<file path="src/core/ecr_cfg.svh">
/*
 * constants of the extension control register bank: bit positions,
 * implemented-bit mask, reset value and control register numbers.
 * assumes it is included by bare name from the access check and bank modules.
 */
`ifndef ECR_CFG_SVH
`define ECR_CFG_SVH

// ==================================================
// extension control register bit positions
`define ECR_V86_EXT 0
`define ECR_PROT_VINT 1
`define ECR_TS_RESTRICT 2
`define ECR_IO_BP 3
`define ECR_LARGE_PAGE 4
`define ECR_WIDE_PHYS 5
`define ECR_MCHK 6
`define ECR_GLOBAL_PAGE 7
`define ECR_PMC_USER 8
`define ECR_LEGACY_VEC 9
`define ECR_VEC_FP_EXC 10
`define ECR_SEG_BASE 16
`define ECR_EXT_STATE 18

// ==================================================
// masks and reset values
`define ECR_IMPL_MASK 64'h0000_0000_0005_07ff
`define ECR_RESET 64'h0000_0000_0000_0000
`define ECR_HI_ZERO 32'h0000_0000
`define CR_RESET 64'h0000_0000_0000_0000

// ==================================================
// control register numbers
`define CRN_ELSEWHERE_A 4'h0
`define CRN_FAULT_ADDR 4'h2
`define CRN_TABLE_BASE 4'h3
`define CRN_EXT_CTRL 4'h4
`define CRN_ELSEWHERE_B 4'h8

// ==================================================
// current privilege level with full privilege
`define CPL_KERNEL 2'h0
// debug register indices
`define DBG_ALIAS_A 3'h4
`define DBG_ALIAS_B 3'h5
`define DBG_STATUS 3'h6
`define DBG_CONTROL 3'h7

`endif

</file>
<file path="src/core/ecr_pkg.sv">
/*
 * types of the extension control register bank.
 * assumes ecr_cfg.svh is on the include path.
 */
`default_nettype none
package ecr_pkg;
    // fault raised by an access or a gated operation
    typedef enum logic [2:0] {FLT_NONE, FLT_INVALID_OPCODE, FLT_PROTECTION, FLT_SIMD_FP, FLT_MACHINE_CHECK} fault_t;
    // which register an access reaches
    typedef enum logic [2:0] {SEL_ELSEWHERE, SEL_FAULT_ADDR, SEL_TABLE_BASE, SEL_EXT_CTRL, SEL_RESERVED} cr_sel_t;
    // operations whose legality or behaviour depends on the register
    typedef enum logic [3:0] {OP_READ_TS, OP_READ_PMC, OP_DEBUG_A, OP_DEBUG_B, OP_SEG_BASE, OP_EXT_CTRL,
        OP_EXT_SAVE, OP_LEGACY_VEC, OP_VEC_FP_EXC, OP_INT_FLAG, OP_SW_INT} op_kind_t;
    // move to or from a control register
    typedef struct packed {
        logic write;
        logic [3:0] crnum;
        logic [63:0] wdata;
    } acc_req_t;
    // operation check request
    typedef struct packed {
        op_kind_t kind;
        logic [1:0] current_priv_level;
    } op_req_t;
    // operation check answer
    typedef struct packed {
        fault_t fault;
        logic [2:0] debug_sel;
        logic virt_int;
        logic redirect_bitmap;
    } op_rsp_t;
    // machine check error report
    typedef struct packed {
        logic [7:0] bank;
        logic uncorrectable;
    } mc_err_t;
    // page translation configuration
    typedef struct packed {
        logic wide_entries;
        logic large_page_ok;
        logic large_is_2m;
        logic global_en;
    } page_cfg_t;
endpackage
`default_nettype wire

</file>
<file path="src/core/ecr_access_check.sv">
/*
 * classifies a control register access and finds its fault.
 * assumes a combinational caller on the core clock.
 */
`include "ecr_cfg.svh"
`default_nettype none
module ecr_access_check (
    // access
    input wire ecr_pkg::acc_req_t req,
    input wire logic long_mode,
    // classification
    output ecr_pkg::cr_sel_t sel,
    output ecr_pkg::fault_t fault
);
    import ecr_pkg::*;

    // ==================================================
    // register selection
    always_comb begin
        if (req.crnum == `CRN_FAULT_ADDR) begin
            sel = SEL_FAULT_ADDR;
        end else if (req.crnum == `CRN_TABLE_BASE) begin
            sel = SEL_TABLE_BASE;
        end else if (req.crnum == `CRN_EXT_CTRL) begin
            sel = SEL_EXT_CTRL;
        end else if (req.crnum == `CRN_ELSEWHERE_A || req.crnum == `CRN_ELSEWHERE_B) begin
            sel = SEL_ELSEWHERE;  // handled by another bank
        end else begin
            sel = SEL_RESERVED;  // numbers 1, 5..7, 9..15
        end
    end

    // ==================================================
    // fault of the access
    always_comb begin
        if (sel == SEL_RESERVED) begin
            fault = FLT_INVALID_OPCODE;
        end else if (sel == SEL_EXT_CTRL && req.write && long_mode && req.wdata[63:32] != `ECR_HI_ZERO) begin
            fault = FLT_PROTECTION;
        end else begin
            fault = FLT_NONE;
        end
    end
endmodule
`default_nettype wire

</file>
<file path="src/core/ecr_bank.sv">
/*
 * extension control register bank with fault address and table base
 * registers, operation gating and machine check recording.
 * assumes requests come from logic on CLK, one per cycle at most.
 */
`include "ecr_cfg.svh"
`default_nettype none
module ecr_bank #(
    parameter int MC_BANKS = 4
) (
    // clock and reset
    input wire logic CLK,
    input wire logic RST_N,
    // processor mode
    input wire logic LONG_MODE,
    input wire logic V86_MODE,
    // control register access
    input wire logic ACC_VALID,
    input wire ecr_pkg::acc_req_t ACC_REQ,
    output logic RSP_VALID,
    output logic [63:0] RSP_RDATA,
    output ecr_pkg::fault_t RSP_FAULT,
    output logic RSP_CLAIMED,
    // operation gating
    input wire logic OP_VALID,
    input wire ecr_pkg::op_req_t OP_REQ,
    output logic OP_DONE,
    output ecr_pkg::op_rsp_t OP_RSP,
    // machine check
    input wire logic MC_ERR_VALID,
    input wire ecr_pkg::mc_err_t MC_ERR,
    input wire logic [MC_BANKS-1:0] MC_BANK_ENABLE,
    input wire logic [MC_BANKS-1:0] MC_STATUS_CLR,
    output logic [MC_BANKS-1:0] MC_STATUS,
    output logic MC_FAULT,
    // page translation
    output ecr_pkg::page_cfg_t PAGE_CFG,
    output logic [63:0] TABLE_BASE,
    output logic TLB_FLUSH,
    output logic TLB_KEEP_GLOBAL,
    // feature lines
    output logic [63:0] EXT_CTRL
);
    import ecr_pkg::*;

    logic rst_meta;  // first reset stage
    logic rst_n;  // released reset
    logic [63:0] ecr;  // extension control register
    logic [63:0] fault_addr;  // fault address register
    logic [63:0] table_base;  // table base register
    cr_sel_t sel;  // access target
    fault_t acc_fault;  // access fault
    logic acc_ok;  // access goes ahead
    logic [63:0] next_wide;  // write data as seen in the mode
    logic [63:0] next_rdata;  // read data before the register

    // ==================================================
    // reset release
    always_ff @(posedge CLK or negedge RST_N) begin
        if (!RST_N) begin
            rst_meta <= 1'b0;
            rst_n <= 1'b0;
        end else begin
            rst_meta <= 1'b1;
            rst_n <= rst_meta;
        end
    end

    // ==================================================
    // access decode
    ecr_access_check u_check (
        .req(ACC_REQ),
        .long_mode(LONG_MODE),
        .sel(sel),
        .fault(acc_fault)
    );

    assign acc_ok = ACC_VALID && acc_fault == FLT_NONE;
    // legacy writes take the low half and zero the upper half
    assign next_wide = LONG_MODE ? ACC_REQ.wdata : {`ECR_HI_ZERO, ACC_REQ.wdata[31:0]};

    // read data by target
    always_comb begin
        if (sel == SEL_EXT_CTRL) begin
            next_rdata = ecr;
        end else if (sel == SEL_FAULT_ADDR) begin
            next_rdata = fault_addr;
        end else if (sel == SEL_TABLE_BASE) begin
            next_rdata = table_base;
        end else begin
            next_rdata = 64'h0;
        end
        if (!LONG_MODE) begin
            next_rdata[63:32] = `ECR_HI_ZERO;
        end
    end

    // ==================================================
    // extension control register
    always_ff @(posedge CLK or negedge rst_n) begin
        if (!rst_n) begin
            ecr <= `ECR_RESET;
        end else if (acc_ok && ACC_REQ.write && sel == SEL_EXT_CTRL) begin
            // undefined bits stay zero; legacy writes keep the upper half
            ecr <= {ecr[63:32], next_wide[31:0]} & `ECR_IMPL_MASK;
        end
    end

    // ==================================================
    // fault address register, fully writable
    always_ff @(posedge CLK or negedge rst_n) begin
        if (!rst_n) begin
            fault_addr <= `CR_RESET;
        end else if (acc_ok && ACC_REQ.write && sel == SEL_FAULT_ADDR) begin
            fault_addr <= next_wide;
        end
    end

    // ==================================================
    // table base register and translation flush
    always_ff @(posedge CLK or negedge rst_n) begin
        if (!rst_n) begin
            table_base <= `CR_RESET;
            TLB_FLUSH <= 1'b0;
        end else begin
            TLB_FLUSH <= 1'b0;
            if (acc_ok && ACC_REQ.write && sel == SEL_TABLE_BASE) begin
                table_base <= next_wide;
                TLB_FLUSH <= 1'b1;
            end
        end
    end

    // ==================================================
    // access answer, one cycle after the request
    always_ff @(posedge CLK or negedge rst_n) begin
        if (!rst_n) begin
            RSP_VALID <= 1'b0;
            RSP_RDATA <= 64'h0;
            RSP_FAULT <= FLT_NONE;
            RSP_CLAIMED <= 1'b0;
        end else begin
            RSP_VALID <= ACC_VALID;
            RSP_FAULT <= ACC_VALID ? acc_fault : FLT_NONE;
            RSP_CLAIMED <= ACC_VALID && sel != SEL_ELSEWHERE;
            // read data only for a good read
            RSP_RDATA <= (acc_ok && !ACC_REQ.write) ? next_rdata : 64'h0;
        end
    end

    // ==================================================
    // derived configuration outputs
    always_ff @(posedge CLK or negedge rst_n) begin
        if (!rst_n) begin
            PAGE_CFG <= '0;
            TLB_KEEP_GLOBAL <= 1'b0;
            TABLE_BASE <= `CR_RESET;
            EXT_CTRL <= `ECR_RESET;
        end else begin
            PAGE_CFG.wide_entries <= ecr[`ECR_WIDE_PHYS];
            PAGE_CFG.large_page_ok <= ecr[`ECR_WIDE_PHYS] | ecr[`ECR_LARGE_PAGE];
            PAGE_CFG.large_is_2m <= ecr[`ECR_WIDE_PHYS];
            PAGE_CFG.global_en <= ecr[`ECR_GLOBAL_PAGE];
            TLB_KEEP_GLOBAL <= ecr[`ECR_GLOBAL_PAGE];
            TABLE_BASE <= table_base;
            EXT_CTRL <= ecr;
        end
    end

    // ==================================================
    // operation gating, answered one cycle later
    always_ff @(posedge CLK or negedge rst_n) begin
        if (!rst_n) begin
            OP_DONE <= 1'b0;
            OP_RSP <= '0;
        end else begin
            OP_DONE <= OP_VALID;
            OP_RSP.fault <= FLT_NONE;
            OP_RSP.debug_sel <= 3'h0;
            OP_RSP.virt_int <= 1'b0;
            OP_RSP.redirect_bitmap <= 1'b0;
            if (OP_VALID) begin
                case (OP_REQ.kind)
                    OP_READ_TS: begin
                        if (ecr[`ECR_TS_RESTRICT] && OP_REQ.current_priv_level != `CPL_KERNEL) begin
                            OP_RSP.fault <= FLT_PROTECTION;
                        end
                    end
                    OP_READ_PMC: begin
                        if (!ecr[`ECR_PMC_USER] && OP_REQ.current_priv_level != `CPL_KERNEL) begin
                            OP_RSP.fault <= FLT_PROTECTION;
                        end
                    end
                    OP_DEBUG_A: begin
                        // reserved when breakpoints are on, aliased otherwise
                        OP_RSP.fault <= ecr[`ECR_IO_BP] ? FLT_INVALID_OPCODE : FLT_NONE;
                        OP_RSP.debug_sel <= ecr[`ECR_IO_BP] ? `DBG_ALIAS_A : `DBG_STATUS;
                    end
                    OP_DEBUG_B: begin
                        OP_RSP.fault <= ecr[`ECR_IO_BP] ? FLT_INVALID_OPCODE : FLT_NONE;
                        OP_RSP.debug_sel <= ecr[`ECR_IO_BP] ? `DBG_ALIAS_B : `DBG_CONTROL;
                    end
                    OP_SEG_BASE: begin
                        if (!ecr[`ECR_SEG_BASE] || !LONG_MODE) begin
                            OP_RSP.fault <= FLT_INVALID_OPCODE;
                        end
                    end
                    OP_EXT_CTRL, OP_EXT_SAVE: begin
                        if (!ecr[`ECR_EXT_STATE]) begin
                            OP_RSP.fault <= FLT_INVALID_OPCODE;
                        end
                    end
                    OP_LEGACY_VEC: begin
                        if (!ecr[`ECR_LEGACY_VEC]) begin
                            OP_RSP.fault <= FLT_INVALID_OPCODE;
                        end
                    end
                    OP_VEC_FP_EXC: begin
                        OP_RSP.fault <= ecr[`ECR_VEC_FP_EXC] ? FLT_SIMD_FP : FLT_INVALID_OPCODE;
                    end
                    OP_INT_FLAG: begin
                        // flag virtualised in v86 or protected mode
                        OP_RSP.virt_int <= V86_MODE ? ecr[`ECR_V86_EXT] : ecr[`ECR_PROT_VINT];
                    end
                    OP_SW_INT: begin
                        // bitmap only in v86 mode, never for protected virtual ints
                        OP_RSP.redirect_bitmap <= V86_MODE && ecr[`ECR_V86_EXT];
                    end
                    default: begin
                        OP_RSP.fault <= FLT_NONE;
                    end
                endcase
            end
        end
    end

    // ==================================================
    // machine check recording and fault
    always_ff @(posedge CLK or negedge rst_n) begin
        if (!rst_n) begin
            MC_STATUS <= '0;
            MC_FAULT <= 1'b0;
        end else begin
            MC_FAULT <= 1'b0;
            for (int i = 0; i < MC_BANKS; i++) begin
                if (MC_ERR_VALID && MC_ERR.bank == 8'(i) && MC_BANK_ENABLE[i]) begin
                    MC_STATUS[i] <= 1'b1;  // set wins over clear
                    if (MC_ERR.uncorrectable && ecr[`ECR_MCHK]) begin
                        MC_FAULT <= 1'b1;
                    end
                end else if (MC_STATUS_CLR[i]) begin
                    MC_STATUS[i] <= 1'b0;
                end
            end
        end
    end

    // ==================================================
    // checks
    a_resp_timing: assert property (@(posedge CLK) disable iff (!rst_n)
        ACC_VALID |=> RSP_VALID) else $error("access not answered next cycle");
    a_reserved_num: assert property (@(posedge CLK) disable iff (!rst_n)
        ACC_VALID && (ACC_REQ.crnum == 4'h1 || ACC_REQ.crnum == 4'h6 || ACC_REQ.crnum == 4'hc)
        |=> RSP_FAULT == FLT_INVALID_OPCODE) else $error("reserved number not faulted");
    a_upper_gp: assert property (@(posedge CLK) disable iff (!rst_n)
        ACC_VALID && ACC_REQ.write && ACC_REQ.crnum == 4'h4 && LONG_MODE && ACC_REQ.wdata[63:32] != 32'h0
        |=> RSP_FAULT == FLT_PROTECTION && $stable(ecr)) else $error("upper write not refused");
    a_legacy_read: assert property (@(posedge CLK) disable iff (!rst_n)
        ACC_VALID && !ACC_REQ.write && ACC_REQ.crnum == 4'h4 && !LONG_MODE
        |=> RSP_RDATA == {32'h0, $past(ecr[31:0])}) else $error("legacy read wrong");
    a_ts_restrict: assert property (@(posedge CLK) disable iff (!rst_n)
        OP_VALID && OP_REQ.kind == OP_READ_TS && OP_REQ.current_priv_level != 2'h0
        |=> OP_RSP.fault == ($past(ecr[2]) ? FLT_PROTECTION : FLT_NONE)) else $error("timestamp gate wrong");
    a_pmc_gate: assert property (@(posedge CLK) disable iff (!rst_n)
        OP_VALID && OP_REQ.kind == OP_READ_PMC
        |=> (OP_RSP.fault == FLT_PROTECTION) == ($past(!ecr[8] && OP_REQ.current_priv_level != 2'h0)))
        else $error("counter gate wrong");
    a_debug_alias: assert property (@(posedge CLK) disable iff (!rst_n)
        OP_VALID && OP_REQ.kind == OP_DEBUG_B && !ecr[3]
        |=> OP_RSP.debug_sel == 3'h7 && OP_RSP.fault == FLT_NONE) else $error("alias not redirected");
    a_vec_fp: assert property (@(posedge CLK) disable iff (!rst_n)
        OP_VALID && OP_REQ.kind == OP_VEC_FP_EXC && !ecr[10]
        |=> OP_RSP.fault == FLT_INVALID_OPCODE) else $error("vector fault not converted");
    a_mc_fault: assert property (@(posedge CLK) disable iff (!rst_n)
        MC_FAULT |-> $past(MC_ERR_VALID && MC_ERR.uncorrectable && ecr[6])) else $error("spurious machine check");
    a_tlb_flush: assert property (@(posedge CLK) disable iff (!rst_n)
        ACC_VALID && ACC_REQ.write && ACC_REQ.crnum == 4'h3
        |=> TLB_FLUSH ##1 TABLE_BASE == $past(table_base)) else $error("rebase not flushed");
    a_ext_state: assert property (@(posedge CLK) disable iff (!rst_n)
        OP_VALID && OP_REQ.kind == OP_EXT_SAVE && ecr[18]
        |=> OP_RSP.fault == FLT_NONE) else $error("extended state refused");
endmodule
`default_nettype wire

</file>
<file path="config.mk">
export PLATFORM = sky130hd
export DESIGN_NAME = ecr_bank
export DESIGN_NICKNAME = d
export VERILOG_FILES = /design/src/core/ecr_pkg.sv /design/src/core/ecr_access_check.sv /design/src/core/ecr_bank.sv
export VERILOG_INCLUDE_DIRS = /design/src /design/src/core
export SDC_FILE = /design/constraint.sdc
export NUM_CORES = 1
export LEC_CHECK = 0
export ABC_AREA = 1
export BUFFER_PORTS_ARGS = -buffer_cell sky130_fd_sc_hd__clkbuf_2
export CORE_ASPECT_RATIO = 0.9
export CORE_MARGIN = 2
export CORE_UTILIZATION = 40
export CTS_CLUSTER_SIZE = 8
export DETAILED_ROUTE_END_ITERATION = 16
export HOLD_SLACK_MARGIN = 0.06
export SLEW_MARGIN = 0
export SYNTH_ARGS = -nofsm -noshare
export SYNTH_HDL_FRONTEND = slang
export SYNTH_HIERARCHICAL = 1
export SYNTH_SLANG_ARGS = --single-unit
</file>
<file path="constraint.sdc">
create_clock -name CLK -period 26.4 [get_ports CLK]
set_clock_uncertainty 0.2 [all_clocks]
set_input_delay 2.64 -clock CLK [delete_from_list [all_inputs] [get_ports CLK]]
set_output_delay 2.64 -clock CLK [all_outputs]
set_load 0.02 [all_outputs]
</file>
==> results of run 1 <==
[cell usage after synthesis]
library cell  number
clkbuf_2           1
nand3_2            4
nor4_1             2
buf_4             67
a21oi_1           10
a211oi_1           1
nor3_1             4
o21ai_0           14
nor2_4             1
o31a_1             1
inv_1             96
nand2_1          413
nor2_1            70
or2_2              2
nor2_2            12
nand3b_4           1
buf_2             15
nand3_1            7
nor3_4             1
o21ai_1           77
dfrtp_1          304
nand4_1            2
nand2_4            2
buf_6             20
clkbuf_1           8
a31oi_1           13
o21ai_2           55
conb_1             3
nand3b_1           1
buf_1              1
[flip-flops by register name (all words and copies together) (netlist names)]
signal       flops
EXT_CTRL        13
MC_FAULT         1
MC_STATUS        4
OP_DONE          1
OP_RSP           7
PAGE_CFG         1
RSP_CLAIMED      1
RSP_FAULT        3
RSP_RDATA       64
RSP_VALID        1
TABLE_BASE      64
TLB_FLUSH        1
ecr             13
fault_addr      64
rst_meta         1
rst_n            1
table_base      64
[layout make-up]
cell class / instances / area, um2
Clock buffer: 46 / 1130
Clock inverter: 1 / 20.02
Fill cell: 2847 / 15310
Inverter: 96 / 360.3
Multi-Input combinational cell: 747 / 3413
Sequential cell: 304 / 7611
Tap cell: 403 / 504.2
Timing Repair Buffer: 270 / 1381
[how the worst min path moves through the flow]
stage	to	slack, ns	depth (start not counted)
floorplan	rst_n	0.13	0
global placement	rst_n	0.14	0
detailed placement	rst_n	0.14	0
CTS	rst_n	0.16	0
global route	rst_n	0.16	0
finish	rst_n	0.16	0
[cells by family after synthesis]
| family | count (synthesis) | synth area share (%) |
|---|---|---|
| other cells | 3 | 0.09380 |
| buf+inv | 208 | 10.02 |
| simple gates | 522 | 17.48 |
| compound gates | 171 | 9.037 |
| flops | 304 | 63.37 |
[per-stage QoR]
step / power (mW) / setup WS (ns)
final: 1.019 / 20.99
after global routing: 1.059 / 20.75
after CTS: 1.033 / 20.92
after global placement: 0.5446 / 20.45
after detailed placement: 0.5454 / 20.38
after floorplan: 0.5294 / 17.10
[per-layer routing]
metal	global-route usage, %	up-vias	routed length [um]
met5	0	-	0
met4	4.900	0	483
met3	3.898	43	1812
met2	27.62	293	12640
met1	25.45	3994	12780
li1	-	4140	-
[power by group through the flow]
stage | clock network (mW) | registers [mW] | logic [mW]
2_1_floorplan | 0 | 0.499 | 0.0300
3_3_place_gp | 0 | 0.491 | 0.0538
6_report | 0.482 | 0.484 | 0.0536
5_1_grt | 0.514 | 0.485 | 0.0599
3_5_place_dp | 0 | 0.491 | 0.0544
4_1_cts | 0.494 | 0.484 | 0.0546
==> results.cfg, run 1 <==
[outcome]
outcome = completed

[power]
irDropWorstVdd_mv = 0.04055
combPwrFrac_pct = 5.3
pwr-share-seq_pct = 47.5
power_switching_mw = 0.2297
leakage_nw = 7.588
switching_share_pct = 22.54
p_clk_share_pct = 47.3
cellPowerDensity_nw_per_um2 = 70.65
internal_power_mw = 0.7891

[layout]
final_area_um2 = 14420
most-common-layout-cells = nand2_1 (413), dfrtp_1 (303), clkbuf_2 (263), inv_1 (96), o21ai_1 (77)
final_common_cell = nand2_1
layout.nets = 1561
n_antenna_cell = 0
post-route-util_pct = 48.51
layout-drive-gt1-share_pct = 27.12
final_cells = 1867
areaGrowthSynthToFinish_pct = 20.13

[clocking]
path_clk_slew_ns = 0.05
clock-sinks = 304
clock_insertion_delay_worst_skew_ns = 0.52
ctsResizeCount = 0
cts_hold_buffers = 0
htree_levels = 2
cts_tree = yes
cts_setup_buffers = 0
cts-buffers-inserted = 43
cts_root_buffer = clkbuf_16
clockBufferDepth = 3

[global_routing]
grt_max_degree = 171
antenna_found_initial = 0
overflow = 0
grt_pass1_vias = 8250
track_usage_pct = 17.83
grt_pass1_wl_um = 44660

[routing]
routed_via_density = 4.537
wl_per_cell_um = 14.85
num_vias = 8470
final_antenna_net_count = 0
drc = 0
drtIter0Drc = 496
routed_wl_um = 27720
drt_pass1_iterations = 4

[timing]
fin_crit_ns = 5.412
setup_viol = 0
finalHoldViolCount = 0
whs_ns = 0.1558
worstMarginPinSlew_ns = 1.047
setup_tns_ns = 0
maxSlewViolCount = 0
fmax_ghz = 0.1848
rsz0062_at_grt = false
period_share_pct = 20.50
slew-limit-headroom_pct = 30.17

[worst_hold_path]
min_from = rst_meta
min_path_type = flip-flop to flip-flop

[placed_design]
place_inst = 1820
dp_hpwl_um = 17370
place_area_um2 = 13270
gp_congestion = 0.8035
io_buffers = 263

[critical_path]
crit_path_start = ACC_REQ[33]
worstPathCellList = clkbuf_2 -> nor2_1 -> nand2_1 -> nor2_1 -> nand2_1 -> nor2_1 -> nor2_1 -> nor3_4 -> nand3_4 -> buf_4 -> nand2_1 -> o21ai_2
r2r-end = fault_addr[33]
critical_path.top_delay_family = simple AND/OR/NAND/NOR gates
cp_common_cell = nor2_1
r2r_start = rst_n
worst_setup_path_start_kind = input port
arrival_ns = 5.59
rrSetupSlack_ns = 24.30
max_stage_delay_ns = 0.73
cp-end-kind = flip-flop
cp_num_cells = 12
path_class = input port to flip-flop
ff2ff_path_depth = 1
crit_end = table_base[19]
critPathSlowestCell = nand3_4
critical_path.max_fanout = 66
critPathBufInv = 2
crit_required_ns = 26.58

[yosys]
synth_top_area_share_pct = 63.37
seq_area_frac_synth_pct = 63.37
synth_area_um2 = 12000
synthCells = 1208
synth_area_per_cell_um2 = 9.937
yosys_warnings = 6
yosysTopAreaCell = dfrtp_1
yosys-top-cells-area = dfrtp_1 (63%), nand2_1 (13%), buf_4 (4.2%)
synth.distinct_cells = 30
ys_ff_latch = 304

[run]
cap_viol_max_count = 0

[floorplanning]
die_h_um = 168.3
die_x_um = 186.6
ios = 316
dieArea_um2 = 31410
initial_core_util_pct = 40.38
row_count = 60
coreArea_um2 = 29730
(Power assumes the default switching activity.)
==> run 2: changes to the inputs <==
clock period = 5.3 ns   (was 26.4 ns; I/O delays follow)
==> run 2 against run 1 <==
  * Global-route usage is 0.29 points higher
  * Power rose to 5.0 times the previous value
  * Clock power rose to 4.9 times the previous value
  * Worst setup slack got worse by 19 ns
  * Design area grew 0.90%
==> results.cfg, run 2 (synthesis results as in run 1) <==
[timing]
rsz0062_at_grt = false
fin_crit_ns = 3.143
setup_tns_ns = 0
worstMarginPinSlew_ns = 1.044
period_share_pct = 59.30
maxSlewViolCount = 0
fin_ws_ns = 2.157
setup_viol = 0
slew-limit-headroom_pct = 30.43
finalHoldViolCount = 0
fmax_ghz = 0.3182
whs_ns = 0.07894

[routing]
drc = 0
final_antenna_net_count = 0
wl_per_cell_um = 14.89
routed_via_density = 4.527
drtIter0Drc = 549
routed_wl_um = 28010
drt_pass1_iterations = 4
num_vias = 8515

[critical_path]
crit_path_start = ACC_REQ[33]
cp-end-kind = flip-flop
worst_setup_path_start_kind = input port
ff2ff_path_depth = 1
arrival_ns = 3.32
path_class = input port to flip-flop
crit_required_ns = 5.47
r2r_start = rst_n
critical_path.max_fanout = 66

[layout]
final_cells = 1881
n_antenna_cell = 0
regArea_um2 = 7611
most-common-layout-cells = nand2_1 (413), dfrtp_1 (303), clkbuf_2 (263), inv_1 (96), o21ai_1 (77)
areaGrowthSynthToFinish_pct = 21.21
post-route-util_pct = 48.94
layout.nets = 1575
final_area_um2 = 14550
fill_cells = 2836
multiInputGateArea_um2 = 3413
final_common_cell = nand2_1
layout-drive-gt1-share_pct = 26.93

[clocking]
path_clk_slew_ns = 0.05
clock-sinks = 304
clockBufferDepth = 3
ctsResizeCount = 0
cts-buffers-inserted = 43
clock_insertion_delay_worst_skew_ns = 0.51
htree_levels = 2
cts_root_buffer = clkbuf_16
cts_setup_buffers = 0
cts_hold_buffers = 13
cts_tree = yes

[global_routing]
overflow = 0
antenna_found_initial = 0
grt_max_degree = 123
grt_pass1_vias = 8482
track_usage_pct = 18.12
grt_pass1_wl_um = 45600

[power]
power_mw = 5.053
power_switching_mw = 1.147
switching_share_pct = 22.70
p_clk_share_pct = 46.9
pwr-share-seq_pct = 47.7
internal_power_mw = 3.906
leakage_nw = 7.643
combPwrFrac_pct = 5.4
cellPowerDensity_nw_per_um2 = 347.3
irDropWorstVdd_mv = 0.2202

[placed_design]
gp_congestion = 0.8227
dp_slack_ns = 1.610
dp_hpwl_um = 17480
place_inst = 1821
io_buffers = 263
place_area_um2 = 13290

[floorplanning]
coreArea_um2 = 29730
initial_core_util_pct = 40.38
die_h_um = 168.3
ios = 316
dieArea_um2 = 31410
row_count = 60
die_x_um = 186.6

[worst_hold_path]
hold-path-cell-count = 3
min_from = ACC_REQ[15]
min_path_type = input port to flip-flop

[run]
cap_viol_max_count = 0

[outcome]
outcome = completed
run 2: critical path: stages:
cell,delay (ns)
clkbuf_2,0.09
nor2_1,0.13
nand2_1,0.09
nor2_1,0.19
nand2_1,0.10
nor2_1,0.18
nor2_1,0.11
nor3_4,0.39
nand3_4,0.63
buf_4,0.57
nand2_1,0.15
o21ai_1,0.07
run 2: layout make-up:
cell class	instances	share of cell area, %
Clock buffer	45	7.593
Clock inverter	2	0.1720
Inverter	96	2.477
Multi-Input combinational cell	747	23.46
Sequential cell	304	52.31
Tap cell	403	3.465
Timing Repair Buffer	284	10.53
run 2: layer usage:
metal / track usage, % / wire, um / vias to the layer above
li1: - / - / 4171
met1: 26.34 / 13410 / 4030
met2: 27.35 / 12260 / 274
met3: 4.065 / 1733 / 40
met4: 5.107 / 600 / 0
met5: 0 / 0 / -
run 2: worst paths after layout:
check	endpoint	slack, ns
max reg2reg	TABLE_BASE[33]	3.38
min	table_base[15]	0.08
min in group asynchronous	rst_meta	0.14
min reg2reg	rst_n	0.16
max	fault_addr[29]	2.16
max in group asynchronous	TABLE_BASE[33]	3.38
run 2: power groups by stage:
stage	logic, mW	clock network (mW)	registers [mW]
floorplan	0.150	0	2.49
global placement	0.266	0	2.45
detailed placement	0.269	0	2.45
CTS	0.277	2.43	2.41
global route	0.306	2.54	2.42
finish	0.273	2.37	2.41
==> run 3: changes to the inputs <==
PLACE_DENSITY = 0.66   (was not set)
clock period = 2.7 ns   (was 5.3 ns; I/O delays follow)
==> run 3 against run 2 <==
  * Sequential share of layout area is 3.6 points lower
  * Combinational power is 140% higher
  * Clock power is 110% higher
==> results.cfg, run 3 (synthesis results as in run 1) <==
[timing]
finalHoldViolCount = 0
slew-limit-headroom_pct = 59.51
fmax_ghz = 0.4188
setup_tns_ns = 0
period_share_pct = 88.43
setup_viol = 0
rsz0062_at_grt = false
maxSlewViolCount = 0
worstMarginPinSlew_ns = 0.6040
fin_crit_ns = 2.388

[floorplanning]
initial_core_util_pct = 40.38
row_count = 60
die_h_um = 168.3
dieArea_um2 = 31410
die_x_um = 186.6
ios = 316
coreArea_um2 = 29730

[global_routing]
grt_pass1_wl_um = 48250
overflow = 0
antenna_found_initial = 0
track_usage_pct = 19.24
grt_pass1_vias = 8967
grt_max_degree = 76

[critical_path]
path_class = input port to flip-flop
crit_required_ns = 2.89
arrival_ns = 2.58
critical_path.max_fanout = 66
worst_setup_path_start_kind = input port
cp-end-kind = flip-flop

[clocking]
clock-sinks = 304
clock_insertion_delay_worst_skew_ns = 0.52
cts_tree = yes
cts_setup_buffers = 0
cts_root_buffer = clkbuf_16
clockBufferDepth = 3
cts-buffers-inserted = 44
path_clk_slew_ns = 0.05
htree_levels = 2

[routing]
final_antenna_net_count = 0
top_layer = met4
wl_met1_um = 13530
routed_via_density = 4.582
drc = 0
routed_wl_um = 29950
drtIter0Drc = 520
num_vias = 9050
wl_per_cell_um = 15.16
route.met3.wl_um = 2000
drt_pass1_iterations = 4
route.met2.wl_um = 13680

[placed_design]
io_buffers = 263
dp_hpwl_um = 18540
place_area_um2 = 13480
gp_congestion = 0.8427

[worst_hold_path]
min_path_type = input port to flip-flop

[layout]
n_antenna_cell = 0
post-route-util_pct = 52.52
fill_cells = 2661
layout.nets = 1666
areaGrowthSynthToFinish_pct = 30.07
most-common-layout-cells = nand2_1 (413), dfrtp_1 (303), clkbuf_2 (263), inv_1 (96), dlygate4sd3_1 (93)
layout-drive-gt1-share_pct = 26.21
final_area_um2 = 15610
final_common_cell = nand2_1

[outcome]
outcome = completed

[power]
power_mw = 10.28
leakage_nw = 8.132
irDropWorstVdd_mv = 0.3792
cellPowerDensity_nw_per_um2 = 658.4

[run]
cap_viol_max_count = 0
run 3: changes by cell type in the layout (fill, tap and decap cells not counted):
cell / before / now
buf_12: 2 / 11
buf_4: 6 / 7
bufinv_16: 0 / 1
clkbuf_16: 44 / 45
clkbuf_8: 0 / 2
clkinv_8: 1 / 0
dlygate4sd3_1: 13 / 93
inv_6: 1 / 2
run 3: area by class of cell:
type / count / area [um2] / share of cell area [%]
Timing Repair Buffer: 374 / 2520 / 16.14
Clock inverter: 3 / 47.55 / 0.3045
Inverter: 96 / 360.3 / 2.308
Clock buffer: 48 / 1157 / 7.412
Multi-Input combinational cell: 747 / 3413 / 21.86
Tap cell: 403 / 504.2 / 3.229
Sequential cell: 304 / 7611 / 48.75
run 3: critical path, stage by stage:
cell and delay (ns):
dlygate4sd3_1 0.55, clkbuf_2 0.12, nor2_1 0.10, nand2_1 0.06
nor2_1 0.17, nand2_1 0.12, nor2_1 0.10, nor2_1 0.08
nor3_4 0.30, buf_4 0.19, nand3_4 0.08, buf_12 0.22
nand2_1 0.11, o21ai_1 0.06
run 3: power by group:
| group | switching, mW | total (mW) | internal (mW) |
|---|---|---|---|
| registers | 0.0626 | 4.72 | 4.66 |
| logic | 0.415 | 0.649 | 0.234 |
| clock network | 1.84 | 4.91 | 3.07 |
| total | 2.31 | 10.3 | 7.97 |
run 3: stage by stage:
step | hold slack, ns | setup slack [ns] | cells
floorplan | -0.2256 | -0.5233 | 1259
global placement | -0.1435 | 0.3521 | 1831
detailed placement | -0.1399 | 0.3172 | 1831
CTS | 0.07812 | 0.3296 | 1975
global route | 0.1264 | 0.1298 | 1975
finish | 0.09349 | 0.3125 | 1975
run 3: metal layers:
layer  GRT usage, %  vias up
li1               -     4359
met1          26.45     4276
met2          30.84      350
met4          6.211        0
met3          3.836       65
met5              0        -
run 3: timing repair:
action	4_1_cts	5_1_grt
resized for setup	0	0
hold endpoints to repair	160	0
hold buffers	93	0
run 3: final timing paths:
| check | start | end | slack (ns) | cells past startpoint |
|---|---|---|---|---|
| worst max register to register | ecr[9] | OP_RSP[5] | 0.87 | 5 |
| worst min-delay path | ACC_REQ[64] | RSP_CLAIMED | 0.09 | 4 |
| worst max-delay path | ACC_REQ[39] | fault_addr[38] | 0.31 | 14 |
| worst min register to register | rst_n | MC_STATUS[3] | 0.10 | 0 |
| max in group asynchronous | rst_n | fault_addr[41] | 1.36 | 1 |
| min in group asynchronous | rst_n | MC_STATUS[3] | 0.10 | 0 |
